[config.mk]
export PLATFORM = sky130hd
export DESIGN_NAME = cursor_window_coord_regs
export DESIGN_NICKNAME = d
export VERILOG_FILES = /design/src/include/coord_regs_pkg.sv /design/src/logic/cursor_window_coord_regs.sv
export SDC_FILE = /design/constraint.sdc
export NUM_CORES = 1
export LEC_CHECK = 0
export ABC_CLOCK_PERIOD_IN_PS = 3100
export BUFFER_PORTS_ARGS = -buffer_cell sky130_fd_sc_hd__buf_2
export CORE_UTILIZATION = 33
export CTS_CLUSTER_SIZE = 8
export DETAILED_ROUTE_END_ITERATION = 12
export PLACE_DENSITY_LB_ADDON = 0.15
export SYNTH_ARGS = -nofsm -noshare
export SYNTH_HDL_FRONTEND = slang
export SYNTH_SLANG_ARGS = --single-unit
[constraint.sdc]
create_clock -name core_clk_i -period 3.1 [get_ports core_clk_i]
set_input_delay 0.155 -clock core_clk_i [delete_from_list [all_inputs] [get_ports core_clk_i]]
set_output_delay 0.155 -clock core_clk_i [all_outputs]
set_load 0.05 [all_outputs]
[src/include/coord_regs_pkg.sv]
// package: offsets, field layouts, reset values and carriers of the cursor/window coordinate bank
package coord_regs_pkg;

    // register indices; the byte address on the bus is four times the index
    localparam logic [5:0] IDX_SPRITE_ORIGIN_X = 6'h04;
    localparam logic [5:0] IDX_SPRITE_ORIGIN_Y = 6'h05;
    localparam logic [5:0] IDX_WINDOW_START_X_LOW = 6'h10;
    localparam logic [5:0] IDX_WINDOW_START_X_HIGH = 6'h11;
    localparam logic [5:0] IDX_WINDOW_STOP_X_LOW = 6'h12;
    localparam logic [5:0] IDX_WINDOW_STOP_X_HIGH = 6'h13;
    localparam logic [5:0] IDX_WINDOW_START_Y_LOW = 6'h14;
    localparam logic [5:0] IDX_WINDOW_START_Y_HIGH = 6'h15;
    localparam logic [5:0] IDX_WINDOW_STOP_Y_LOW = 6'h16;
    localparam logic [5:0] IDX_WINDOW_STOP_Y_HIGH = 6'h17;

    // the eight window bytes form one block starting at the first window index
    localparam logic [5:0] IDX_WINDOW_BASE = 6'h10;
    localparam logic [2:0] WIN_START_X_LOW = 3'h0;
    localparam logic [2:0] WIN_START_X_HIGH = 3'h1;
    localparam logic [2:0] WIN_STOP_X_LOW = 3'h2;
    localparam logic [2:0] WIN_STOP_X_HIGH = 3'h3;
    localparam logic [2:0] WIN_START_Y_LOW = 3'h4;
    localparam logic [2:0] WIN_START_Y_HIGH = 3'h5;
    localparam logic [2:0] WIN_STOP_Y_LOW = 3'h6;
    localparam logic [2:0] WIN_STOP_Y_HIGH = 3'h7;

    // field layouts
    localparam int ORIGIN_WIDTH = 6;
    localparam int COORD_WIDTH = 12;
    localparam int HIGH_FIELD_WIDTH = 4;
    localparam logic [7:0] ORIGIN_FIELD_MASK = 8'h3F;
    localparam logic [7:0] HIGH_FIELD_MASK = 8'h0F;

    // reset values
    localparam logic [5:0] SPRITE_ORIGIN_RESET = 6'h1F;

    // bus answers
    localparam logic [1:0] RESP_OKAY = 2'h0;
    localparam logic [1:0] RESP_SLVERR = 2'h2;

    // one corner of the window rectangle
    typedef struct packed {
        logic [11:0] x;
        logic [11:0] y;
    } coord_pair_type;

    // sprite origin offsets
    typedef struct packed {
        logic [5:0] x;
        logic [5:0] y;
    } origin_pair_type;

endpackage : coord_regs_pkg

[src/logic/cursor_window_coord_regs.sv]
// module: double-buffered sprite origin and window corner registers behind an AXI4-Lite slave
//
// Operation
// - sprite origin holds six bits, 0 to 63; bits 7 and 6 read zero
// - both sprite origins reset to 31, centring the crosshair in the sprite
// - sprite corner is crosshair position minus programmed origin
// - new sprite origin applies at retrace after both X and Y written
// - sprite origin registers accept reads and writes at any time
// - window start coordinates are 12 bits: low byte plus high nibble
// - bits 7 to 4 of window start high registers read zero
// - window start and stop registers have no reset value
// - active window start changes at retrace after start Y high written
// - window stop coordinates are 12 bits: low byte plus high nibble
// - bits 7 to 4 of window stop high registers read zero
// - active window stop changes at retrace after stop Y high written
// - window start is upper-left corner, included in the window
// - window stop is lower-right corner, included in the window
// - coordinates 0 to 4095 are offsets from first displayed pixel
// - one start/stop pair serves crosshair window or auxiliary window
//
// The AXI4-Lite interface to the registers was left to the implementer.
`timescale 1ns/1ps
module cursor_window_coord_regs (
    input wire logic core_clk_i,
    input wire logic reset_n_i,
    // axi4-lite slave
    input wire logic [7:0] s_axi_awaddr_i,
    input wire logic s_axi_awvalid_i,
    output logic s_axi_awready_o,
    input wire logic [31:0] s_axi_wdata_i,
    input wire logic [3:0] s_axi_wstrb_i,
    input wire logic s_axi_wvalid_i,
    output logic s_axi_wready_o,
    output logic [1:0] s_axi_bresp_o,
    output logic s_axi_bvalid_o,
    input wire logic s_axi_bready_i,
    input wire logic [7:0] s_axi_araddr_i,
    input wire logic s_axi_arvalid_i,
    output logic s_axi_arready_o,
    output logic [31:0] s_axi_rdata_o,
    output logic [1:0] s_axi_rresp_o,
    output logic s_axi_rvalid_o,
    input wire logic s_axi_rready_i,
    // video timing and cursor logic
    input wire logic vretrace_i,
    input wire logic [11:0] cursor_x_i,
    input wire logic [11:0] cursor_y_i,
    input wire logic [11:0] pixel_x_i,
    input wire logic [11:0] pixel_y_i,
    // active coordinates
    output coord_regs_pkg::origin_pair_type sprite_origin_o,
    output coord_regs_pkg::coord_pair_type sprite_corner_o,
    output coord_regs_pkg::coord_pair_type window_start_o,
    output coord_regs_pkg::coord_pair_type window_stop_o,
    output logic in_window_o
);

    ////////////////////////////////////////////////////////////////////////////////
    // declarations

    logic awready_reg;
    logic wready_reg;
    logic bvalid_reg;
    logic [1:0] bresp_reg;
    logic arready_reg;
    logic rvalid_reg;
    logic [1:0] rresp_reg;
    logic [31:0] rdata_reg;
    logic [5:0] wr_idx_reg;
    logic [7:0] wr_data_reg;
    logic wr_lane_reg;
    logic wr_fire;
    logic [7:0] rd_value;
    logic rd_mapped;
    logic [5:0] rd_idx;
    logic [5:0] rd_idx_reg;

    logic [5:0] origin_x_reg;
    logic [5:0] origin_y_reg;
    logic [7:0] win_reg [0:7];
    logic wr_origin_x;
    logic wr_origin_y;
    logic wr_win_any;
    logic [2:0] wr_win_sel;

    logic pend_x_reg;
    logic pend_y_reg;
    logic pend_start_reg;
    logic pend_stop_reg;

    logic retrace_s1_reg;
    logic retrace_s2_reg;
    logic retrace_s3_reg;
    logic retrace_start;

    coord_regs_pkg::origin_pair_type origin_act_reg;
    coord_regs_pkg::coord_pair_type start_act_reg;
    coord_regs_pkg::coord_pair_type stop_act_reg;
    coord_regs_pkg::coord_pair_type start_shadow;
    coord_regs_pkg::coord_pair_type stop_shadow;
    coord_regs_pkg::coord_pair_type corner_reg;
    logic in_window_reg;

    ////////////////////////////////////////////////////////////////////////////////
    // axi4-lite write channel

    // both address and data captured; the write happens with the response
    assign wr_fire = !awready_reg && !wready_reg && !bvalid_reg;

    // address and data may arrive in either order; each ready drops once taken
    always_ff @(posedge core_clk_i)
    begin
        if (!reset_n_i)
        begin
            awready_reg <= 1'b1;
            wready_reg <= 1'b1;
            bvalid_reg <= 1'b0;
            bresp_reg <= coord_regs_pkg::RESP_OKAY;
            wr_idx_reg <= 6'h00;
            wr_data_reg <= 8'h00;
            wr_lane_reg <= 1'b0;
        end
        else
        begin
            if (awready_reg && s_axi_awvalid_i)
            begin
                awready_reg <= 1'b0;
                wr_idx_reg <= s_axi_awaddr_i[7:2];
            end
            if (wready_reg && s_axi_wvalid_i)
            begin
                wready_reg <= 1'b0;
                wr_data_reg <= s_axi_wdata_i[7:0];
                wr_lane_reg <= s_axi_wstrb_i[0];
            end
            if (wr_fire)
            begin
                bvalid_reg <= 1'b1;
                bresp_reg <= (wr_origin_x || wr_origin_y || wr_win_any) ?
                    coord_regs_pkg::RESP_OKAY : coord_regs_pkg::RESP_SLVERR;
            end
            else if (bvalid_reg && s_axi_bready_i)
            begin
                bvalid_reg <= 1'b0;
                awready_reg <= 1'b1;
                wready_reg <= 1'b1;
            end
        end
    end

    // decode of the captured write index
    assign wr_origin_x = (wr_idx_reg == coord_regs_pkg::IDX_SPRITE_ORIGIN_X);
    assign wr_origin_y = (wr_idx_reg == coord_regs_pkg::IDX_SPRITE_ORIGIN_Y);
    assign wr_win_any = (wr_idx_reg[5:3] == coord_regs_pkg::IDX_WINDOW_BASE[5:3]);
    assign wr_win_sel = wr_idx_reg[2:0];

    ////////////////////////////////////////////////////////////////////////////////
    // axi4-lite read channel

    assign rd_idx = s_axi_araddr_i[7:2];

    // read mux: pending shadow values, unused bits zero
    always_comb
    begin
        rd_value = 8'h00;
        rd_mapped = 1'b1;
        if (rd_idx == coord_regs_pkg::IDX_SPRITE_ORIGIN_X)
            rd_value = {2'b00, origin_x_reg};
        else if (rd_idx == coord_regs_pkg::IDX_SPRITE_ORIGIN_Y)
            rd_value = {2'b00, origin_y_reg};
        else if (rd_idx[5:3] == coord_regs_pkg::IDX_WINDOW_BASE[5:3])
            rd_value = win_reg[rd_idx[2:0]];
        else
            rd_mapped = 1'b0;
    end

    // one read at a time; data latched with the address handshake
    always_ff @(posedge core_clk_i)
    begin
        if (!reset_n_i)
        begin
            arready_reg <= 1'b1;
            rvalid_reg <= 1'b0;
            rresp_reg <= coord_regs_pkg::RESP_OKAY;
            rdata_reg <= 32'h0000_0000;
            rd_idx_reg <= 6'h00;
        end
        else if (arready_reg && s_axi_arvalid_i)
        begin
            arready_reg <= 1'b0;
            rvalid_reg <= 1'b1;
            rdata_reg <= {24'h00_0000, rd_value};
            rresp_reg <= rd_mapped ? coord_regs_pkg::RESP_OKAY : coord_regs_pkg::RESP_SLVERR;
            rd_idx_reg <= rd_idx;
        end
        else if (rvalid_reg && s_axi_rready_i)
        begin
            rvalid_reg <= 1'b0;
            arready_reg <= 1'b1;
        end
    end

    ////////////////////////////////////////////////////////////////////////////////
    // host-visible shadow registers

    // sprite origin: writable at any time regardless of display timing
    always_ff @(posedge core_clk_i)
    begin
        if (!reset_n_i)
        begin
            origin_x_reg <= coord_regs_pkg::SPRITE_ORIGIN_RESET;
            origin_y_reg <= coord_regs_pkg::SPRITE_ORIGIN_RESET;
        end
        else if (wr_fire && wr_lane_reg)
        begin
            if (wr_origin_x)
                origin_x_reg <= wr_data_reg[5:0];
            if (wr_origin_y)
                origin_y_reg <= wr_data_reg[5:0];
        end
    end

    // window bytes carry no reset; high bytes keep only their nibble
    generate
        for (genvar i = 0; i < 8; i++)
        begin : g_win
            always_ff @(posedge core_clk_i)
            begin
                if (wr_fire && wr_lane_reg && wr_win_any && wr_win_sel == 3'(i))
                    win_reg[i] <= (i % 2 == 1) ?
                        (wr_data_reg & coord_regs_pkg::HIGH_FIELD_MASK) : wr_data_reg;
            end
        end
    endgenerate

    // twelve-bit corners assembled from low byte and high nibble
    assign start_shadow.x = {win_reg[coord_regs_pkg::WIN_START_X_HIGH][3:0],
        win_reg[coord_regs_pkg::WIN_START_X_LOW]};
    assign start_shadow.y = {win_reg[coord_regs_pkg::WIN_START_Y_HIGH][3:0],
        win_reg[coord_regs_pkg::WIN_START_Y_LOW]};
    assign stop_shadow.x = {win_reg[coord_regs_pkg::WIN_STOP_X_HIGH][3:0],
        win_reg[coord_regs_pkg::WIN_STOP_X_LOW]};
    assign stop_shadow.y = {win_reg[coord_regs_pkg::WIN_STOP_Y_HIGH][3:0],
        win_reg[coord_regs_pkg::WIN_STOP_Y_LOW]};

    ////////////////////////////////////////////////////////////////////////////////
    // vertical retrace detection

    // retrace comes from the video timing, so it is synchronised first
    always_ff @(posedge core_clk_i)
    begin
        if (!reset_n_i)
        begin
            retrace_s1_reg <= 1'b0;
            retrace_s2_reg <= 1'b0;
            retrace_s3_reg <= 1'b0;
        end
        else
        begin
            retrace_s1_reg <= vretrace_i;
            retrace_s2_reg <= retrace_s1_reg;
            retrace_s3_reg <= retrace_s2_reg;
        end
    end

    // only the leading edge transfers, so a long retrace loads just once
    assign retrace_start = retrace_s2_reg && !retrace_s3_reg;

    ////////////////////////////////////////////////////////////////////////////////
    // pending flags; a write landing on the transfer edge wins over the clear

    always_ff @(posedge core_clk_i)
    begin
        if (!reset_n_i)
        begin
            pend_x_reg <= 1'b0;
            pend_y_reg <= 1'b0;
            pend_start_reg <= 1'b0;
            pend_stop_reg <= 1'b0;
        end
        else
        begin
            if (wr_fire && wr_lane_reg && wr_origin_x)
                pend_x_reg <= 1'b1;
            else if (retrace_start && pend_x_reg && pend_y_reg)
                pend_x_reg <= 1'b0;
            if (wr_fire && wr_lane_reg && wr_origin_y)
                pend_y_reg <= 1'b1;
            else if (retrace_start && pend_x_reg && pend_y_reg)
                pend_y_reg <= 1'b0;
            if (wr_fire && wr_lane_reg && wr_win_any &&
                wr_win_sel == coord_regs_pkg::WIN_START_Y_HIGH)
                pend_start_reg <= 1'b1;
            else if (retrace_start)
                pend_start_reg <= 1'b0;
            if (wr_fire && wr_lane_reg && wr_win_any &&
                wr_win_sel == coord_regs_pkg::WIN_STOP_Y_HIGH)
                pend_stop_reg <= 1'b1;
            else if (retrace_start)
                pend_stop_reg <= 1'b0;
        end
    end

    ////////////////////////////////////////////////////////////////////////////////
    // active copies loaded at the start of retrace

    // sprite origin needs both halves written before it moves
    always_ff @(posedge core_clk_i)
    begin
        if (!reset_n_i)
        begin
            origin_act_reg.x <= coord_regs_pkg::SPRITE_ORIGIN_RESET;
            origin_act_reg.y <= coord_regs_pkg::SPRITE_ORIGIN_RESET;
        end
        else if (retrace_start && pend_x_reg && pend_y_reg)
        begin
            origin_act_reg.x <= origin_x_reg;
            origin_act_reg.y <= origin_y_reg;
        end
    end

    // window corners are undefined until loaded, hence no reset
    always_ff @(posedge core_clk_i)
    begin
        if (retrace_start && pend_start_reg)
            start_act_reg <= start_shadow;
        if (retrace_start && pend_stop_reg)
            stop_act_reg <= stop_shadow;
    end

    ////////////////////////////////////////////////////////////////////////////////
    // sprite placement and window test

    // sprite upper-left corner, wrapping within the 12-bit screen space
    always_ff @(posedge core_clk_i)
    begin
        if (!reset_n_i)
            corner_reg <= '0;
        else
        begin
            corner_reg.x <= cursor_x_i - {6'h00, origin_act_reg.x};
            corner_reg.y <= cursor_y_i - {6'h00, origin_act_reg.y};
        end
    end

    // one rectangle shared by crosshair and auxiliary windows, both corners inclusive
    always_ff @(posedge core_clk_i)
    begin
        if (!reset_n_i)
            in_window_reg <= 1'b0;
        else
            in_window_reg <= (pixel_x_i >= start_act_reg.x) && (pixel_y_i >= start_act_reg.y)
                && (pixel_x_i <= stop_act_reg.x) && (pixel_y_i <= stop_act_reg.y);
    end

    ////////////////////////////////////////////////////////////////////////////////
    // outputs

    assign s_axi_awready_o = awready_reg;
    assign s_axi_wready_o = wready_reg;
    assign s_axi_bvalid_o = bvalid_reg;
    assign s_axi_bresp_o = bresp_reg;
    assign s_axi_arready_o = arready_reg;
    assign s_axi_rvalid_o = rvalid_reg;
    assign s_axi_rresp_o = rresp_reg;
    assign s_axi_rdata_o = rdata_reg;
    assign sprite_origin_o = origin_act_reg;
    assign sprite_corner_o = corner_reg;
    assign window_start_o = start_act_reg;
    assign window_stop_o = stop_act_reg;
    assign in_window_o = in_window_reg;

    ////////////////////////////////////////////////////////////////////////////////
    // assertions

    AST_ORIGIN_RESET: assert property (@(posedge core_clk_i)
        !reset_n_i |=> origin_act_reg.x == 6'h1F && origin_act_reg.y == 6'h1F)
        else $error("sprite origin not 31 after reset");

    AST_ORIGIN_READ_TOP_ZERO: assert property (@(posedge core_clk_i) disable iff (!reset_n_i)
        rvalid_reg && rd_idx_reg[5:1] == 5'h02 |-> rdata_reg[31:6] == 26'h0)
        else $error("sprite origin read shows bits above five");

    AST_HIGH_READ_TOP_ZERO: assert property (@(posedge core_clk_i) disable iff (!reset_n_i)
        rvalid_reg && rd_idx_reg[5:3] == 3'h2 && rd_idx_reg[0] |-> rdata_reg[31:4] == 28'h0)
        else $error("window high register read shows upper bits");

    AST_ORIGIN_NEEDS_BOTH: assert property (@(posedge core_clk_i) disable iff (!reset_n_i)
        !(retrace_start && pend_x_reg && pend_y_reg) |=> $stable(origin_act_reg))
        else $error("sprite origin moved without retrace and both writes");

    AST_ORIGIN_LOAD: assert property (@(posedge core_clk_i) disable iff (!reset_n_i)
        retrace_start && pend_x_reg && pend_y_reg |=>
        origin_act_reg.x == $past(origin_x_reg) && origin_act_reg.y == $past(origin_y_reg) &&
        (!pend_x_reg || $past(wr_fire && wr_lane_reg && wr_origin_x)))
        else $error("sprite origin not loaded at retrace");

    AST_START_LOAD: assert property (@(posedge core_clk_i) disable iff (!reset_n_i)
        retrace_start && pend_start_reg |=> start_act_reg == $past(start_shadow))
        else $error("window start not loaded at retrace");

    AST_STOP_HOLD: assert property (@(posedge core_clk_i) disable iff (!reset_n_i)
        !(retrace_start && pend_stop_reg) ##1 reset_n_i |-> $stable(stop_act_reg))
        else $error("window stop changed outside retrace");

    AST_INSIDE_TEST: assert property (@(posedge core_clk_i) disable iff (!reset_n_i)
        (pixel_x_i == start_act_reg.x && pixel_y_i == start_act_reg.y ||
        pixel_x_i == stop_act_reg.x && pixel_y_i == stop_act_reg.y) &&
        start_act_reg.x <= stop_act_reg.x && start_act_reg.y <= stop_act_reg.y
        |=> in_window_reg)
        else $error("corner pixel not inside window");

    AST_CORNER_CALC: assert property (@(posedge core_clk_i) disable iff (!reset_n_i)
        reset_n_i |=> corner_reg.x == 12'($past(cursor_x_i) - {6'h00, $past(origin_act_reg.x)}))
        else $error("sprite corner not crosshair minus origin");

    AST_WRITE_RESPONSE: assert property (@(posedge core_clk_i) disable iff (!reset_n_i)
        wr_fire |=> bvalid_reg && ($stable(origin_act_reg) || $past(retrace_start)))
        else $error("write not answered in one cycle");

    COV_ORIGIN_UPDATE: cover property (@(posedge core_clk_i) disable iff (!reset_n_i)
        retrace_start && pend_x_reg && pend_y_reg);
    COV_WRITE_ON_RETRACE: cover property (@(posedge core_clk_i) disable iff (!reset_n_i)
        wr_fire && wr_origin_x && retrace_start);
    COV_START_UPDATE: cover property (@(posedge core_clk_i) disable iff (!reset_n_i)
        retrace_start && pend_start_reg);
    COV_UNMAPPED_READ: cover property (@(posedge core_clk_i) disable iff (!reset_n_i)
        rvalid_reg && rresp_reg == coord_regs_pkg::RESP_SLVERR);

endmodule : cursor_window_coord_regs

Yosys cells after proc, flatten, opt, wreduce, memory -nomap -nowiden
Memories as Yosys holds them, arrays and structs flattened. A register that Yosys moved wholly into a read port is not among the register bits. Index checks and enable logic that the tools add are counted.

Reduce and logical (&&, ||, !) cells: 49. Mux-type cells: 63. Equality and inequality tests: 13. Magnitude comparators: 4. Add/subtract/negate cells: 2.

Operator list (number): $mux 8 (10); $reduce_or 8->1 (7); $mux 1 (44); $logic_and 1x1->1 (27); $eq 6x3->1 const B (4); $ge 12x12->1 (2); $le 12x12->1 (2); $sub 12x6->12 (2); $mux 3 (7); $eq 3x2->1 const B (4); $eq 3x3->1 const B (4); $reduce_bool 2->1 (6); $logic_not 1->1 (4); $mux 2 (2); $reduce_and 2->1 (2); $eq 3x1->1 const B (1); $logic_not 3->1 (1); $logic_or 1x1->1 (2).

Bits in registers: 88. Memories: 1. Word-level logic and storage cells: 157. Input port bits: 108. Output and inout port bits: 126. Memory bits (writable): 64.

Memory list: win_reg (depth 8, bits a word 8, rd ports 9, clocked after memory_dff 8, write ports 1, line cursor_window_coord_regs.sv:80) `logic [7:0] win_reg [0:7];`.

Depth between registers and ports, before layout
Depth after elaboration: 16. Mapped depth: 9. Gate-level depth less buffers: 9.

Worst setup path after synthesis
Ideal clock, no wire load.

Path kind: register to register. Start: register origin_act_reg (netlist bit sprite_origin_o[7]). End: register corner_reg (netlist bit sprite_corner_o[21]). Stages on the path, launching flop included: 9. Period minus slack after synthesis: 2280 ps. Path slack: 820 ps. Library setup time: 71 ps. Data arrival time: 2209 ps. Cells stage by stage: dfxtp_1 -> inv_1 -> ha_1 -> nor2b_1 -> o21a_1 -> o21ai_0 -> a21oi_1 -> or4_1 -> a21oi_1.

Longest elaborated chain between the ends: 1.

RTL lines: start, declared (line cursor_window_coord_regs.sv:96) `coord_regs_pkg::origin_pair_type origin_act_reg;`; $sub 12x6->12 (line cursor_window_coord_regs.sv:341) `corner_reg.x <= cursor_x_i - {6'h00, origin_act_reg.x};`; end, declared (line cursor_window_coord_regs.sv:101) `coord_regs_pkg::coord_pair_type corner_reg;`.

No other way between the ends. A chain may end at the register's enable or synchronous reset.

Final worst setup path
Start: register origin_act_reg (netlist bit sprite_origin_o[1]). End: register corner_reg (netlist bit sprite_corner_o[11]).

Longest elaborated chain between the ends: 1.

RTL lines: $sub 12x6->12 (line cursor_window_coord_regs.sv:342) `corner_reg.y <= cursor_y_i - {6'h00, origin_act_reg.y};`.

No other way between the ends.

==> results.tsv <==
metric	value	unit
run status	completed	
Place WS	0.856	ns
Fillers	2410	
Die H	160	um
Sum Neg Setup Slack	0	ns
drt first pass iters	4	
area of the multi-input gates	3160	um^2
sequential cell area	4600	um^2
Core Region	24400	um^2
CP endpoint	sprite_corner_o[11]	
# IOs	234	
most frequent cells in the layout	buf_2 (176), edfxtp_1 (96), dfxtp_1 (86)	
Clock Skew	0.0121	ns
routed len/inst	16.2	um
Final Cell Area	10200	um^2
max cap viols	0	
EDFF count, synth	96	
#FFs+latches synth	182	
total global-route track usage	0.165	
Largest register FFs	48	
largest net degree at the start of global routing	56	
post-synth cell types	53	
CTS Buf Count	17	
Syn Std Cell Area	8220	um^2
top_reg_cell synth	edfxtp_1	
GPL Wtd Cong	0.755	
Top delay family on crit path	compound AO/OA/AOI/OAI gates	
Clock transition at path regs	0.07	ns
Setup Viol. Count Final	0	
Startpoint Class	flop	
crit path buf inv count	1	
Internal	3980	uW
Setup Fix Bufs, Post-CTS	0	
worst slew pin tran	0.997	ns
Initial DRC Count	209	
total number of vias	5886	
Post-DP HPWL	15.3	mm
crit-path max FO	5	
Tot Pwr	5340	uW
Post-synth ARST share	0	
relative slew slack	0.335	
RSZ-0062 raised after global routing	no	
Detail Route Antenna Nets	0	
cell mode on critical path	a21oi_1	
placed instance area	9350	um^2
GRT overflow	0	
Skew-Pair Late Insertion Delay	0.43	ns
Clock power frac	0.411	
DRC Markers	0	
routed wire length	20.5	mm
Req. time, crit path	3.45	ns
first-pass GRT wire length	32.0	mm
Pleak	0.00447	uW
Final Slew Violations	0	
row cnt	57	
Crit path largest cell delay	0.44	ns
sequential power share	0.488	
Avg Inst Size Synth	11.4	um^2
sw power	1350	uW
Final Hold Fails	0	
layout cells sized above 1	0.248	
reg2reg end	sprite_corner_o[11]	
r2r setup slk	0.89	ns
final net count	1098	
Vias per Instance	4.65	
crit path DAT	2.56	ns
die area	25500	um^2
most common cell after layout, fill and taps aside	buf_2	
Max rail drop VDD	0.407	mV
CP Class	flop to flop	
CTS Root Cell	clkbuf_16	
Starting Density	0.337	
Hold/Removal Path Class	input pin to flop	
CTS tree	yes	
FF-to-FF Start	sprite_origin_o[1]	
Syn-to-layout area delta	24.2	%
Cells after Synth	724	
Sw Share	0.254	
Clock Sinks	182	
f_max	452	MHz
vias in the first global route	5792	
sequential area share after synthesis	0.560	
critical path depth	8	
Die W	160	um
warnings from Yosys	0	
combinational share of power	0.101	
H-tree levels	4	
PD cells	523	nW/um^2
CTS Buffer Depth	2	
crit end category	flop	
critical path launch point	sprite_origin_o[1]	
Worst Reg2Reg Path Length in Cells	8	
critical path's slowest cell	or4_1	
final period utilization	0.713	
ANT cells	0	
antenna violations before repair	0	
min Tclk post-route	2.21	ns
Worst Slack Setup Final	0.889	ns
input/output buffers	176	
CP Cell Sequence	inv_1 -> ha_1 -> nor2b_1 -> o21a_1 -> o21ai_0 -> a21oi_1 -> or4_1 -> a21oi_1	
-- power by group through the flow --
stage               Combinational, uW  Sequential (uW)  Clock (uW)
global placement                  516             2660           0
CTS                               544             2600        2250
finish                            538             2600        2200
detailed placement                518             2660           0
global route                      587             2610        2350
floorplan                         284             2750           0
-- metal layers --
| metal | GRT usage | vias to the layer above | share of wire |
|---|---|---|---|
| met5 | 0 | - | 0 |
| met2 | 0.277 | 151 | 0.48 |
| li1 | - | 2962 | - |
| met4 | 0.0485 | 0 | 0.013 |
| met3 | 0.0353 | 15 | 0.044 |
| met1 | 0.212 | 2758 | 0.46 |
-- Yosys cell counts (3+ instances only) --
cell type | count | area, um^2
edfxtp_1 | 96 | 2880
dfxtp_1 | 86 | 1720
nand2_1 | 67 | 251
inv_1 | 66 | 248
ha_1 | 60 | 751
a21oi_1 | 51 | 255
nor2_1 | 33 | 124
buf_4 | 26 | 195
nand3_1 | 23 | 115
mux2i_1 | 20 | 200
o21ai_0 | 19 | 95.1
clkbuf_1 | 16 | 60.1
nor2b_1 | 14 | 87.6
nor3_1 | 14 | 70.1
mux4_2 | 12 | 270
o211ai_1 | 10 | 75.1
nand4_1 | 9 | 56.3
nand2b_1 | 7 | 43.8
nor4_1 | 7 | 43.8
a21o_1 | 6 | 45.0
and2_1 | 6 | 37.5
o21a_1 | 6 | 45.0
or3_1 | 6 | 37.5
a211oi_1 | 5 | 37.5
o22ai_1 | 5 | 31.3
a21boi_0 | 4 | 30.0
o311ai_0 | 4 | 35.0
o31ai_1 | 4 | 30.0
or4_1 | 4 | 30.0
a31oi_1 | 3 | 18.8
buf_2 | 3 | 15.0
-- timing repair --
item                                   CTS  global route
hold buffers                            25             1
endpoints found under the hold margin   25             1
resized for setup                        0             0
-- cell families after synthesis --
| logic type | share of synthesized area |
|---|---|
| AO/OA/AOI/OAI | 0.0945 |
| flip-flops | 0.560 |
| AND/OR/NAND/NOR | 0.122 |
| other | 0.000456 |
| multiplexers | 0.0572 |
| adder cells (fa/ha/maj) | 0.0962 |
| buffers and inverters | 0.0671 |
| XOR/XNOR | 0.00213 |
-- worst register-to-register path: stages, from the launching register on --
cell	delay, ns
dfxtp_1	0.39
inv_1	0.08
ha_1	0.26
nor2b_1	0.13
o21a_1	0.18
o21ai_0	0.30
a21oi_1	0.22
or4_1	0.44
a21oi_1	0.15
-- how the worst min path moves through the flow --
| stage | slack (ns) | start | endpoint | cells past startpoint |
|---|---|---|---|---|
| 2_1_floorplan | 0.28 | vretrace_i | retrace_s1_reg | 1 |
| 3_3_place_gp | 0.37 | vretrace_i | retrace_s1_reg | 2 |
| 3_5_place_dp | 0.37 | vretrace_i | retrace_s1_reg | 2 |
| 4_1_cts | 0.0004 | s_axi_wdata_i[6] | wr_data_reg[6] | 3 |
| 5_1_grt | 0.04 | s_axi_rready_i | s_axi_rvalid_o | 3 |
| 6_report | 0.02 | s_axi_rready_i | s_axi_rvalid_o | 3 |
-- layout make-up --
cell class | count | area share
sequential | 182 | 0.451
multi-input combinational | 451 | 0.309
timing repair buffer | 209 | 0.117
clock buffer | 20 | 0.0447
tap | 324 | 0.0397
inverter | 67 | 0.0246
clock inverter | 12 | 0.0140
-- stage by stage --
stage | std cells | hold slack (ns) | utilization
after floorplan | 749 | 0.282 | -
after global placement | 1207 | 0.368 | 0.383
after detailed placement | 1207 | 0.365 | 0.383
after CTS | 1264 | 0.000398 | 0.418
after global routing | 1265 | 0.0426 | 0.419
final | 1265 | 0.0194 | 0.419
Power figures use the tool's default switching activity.
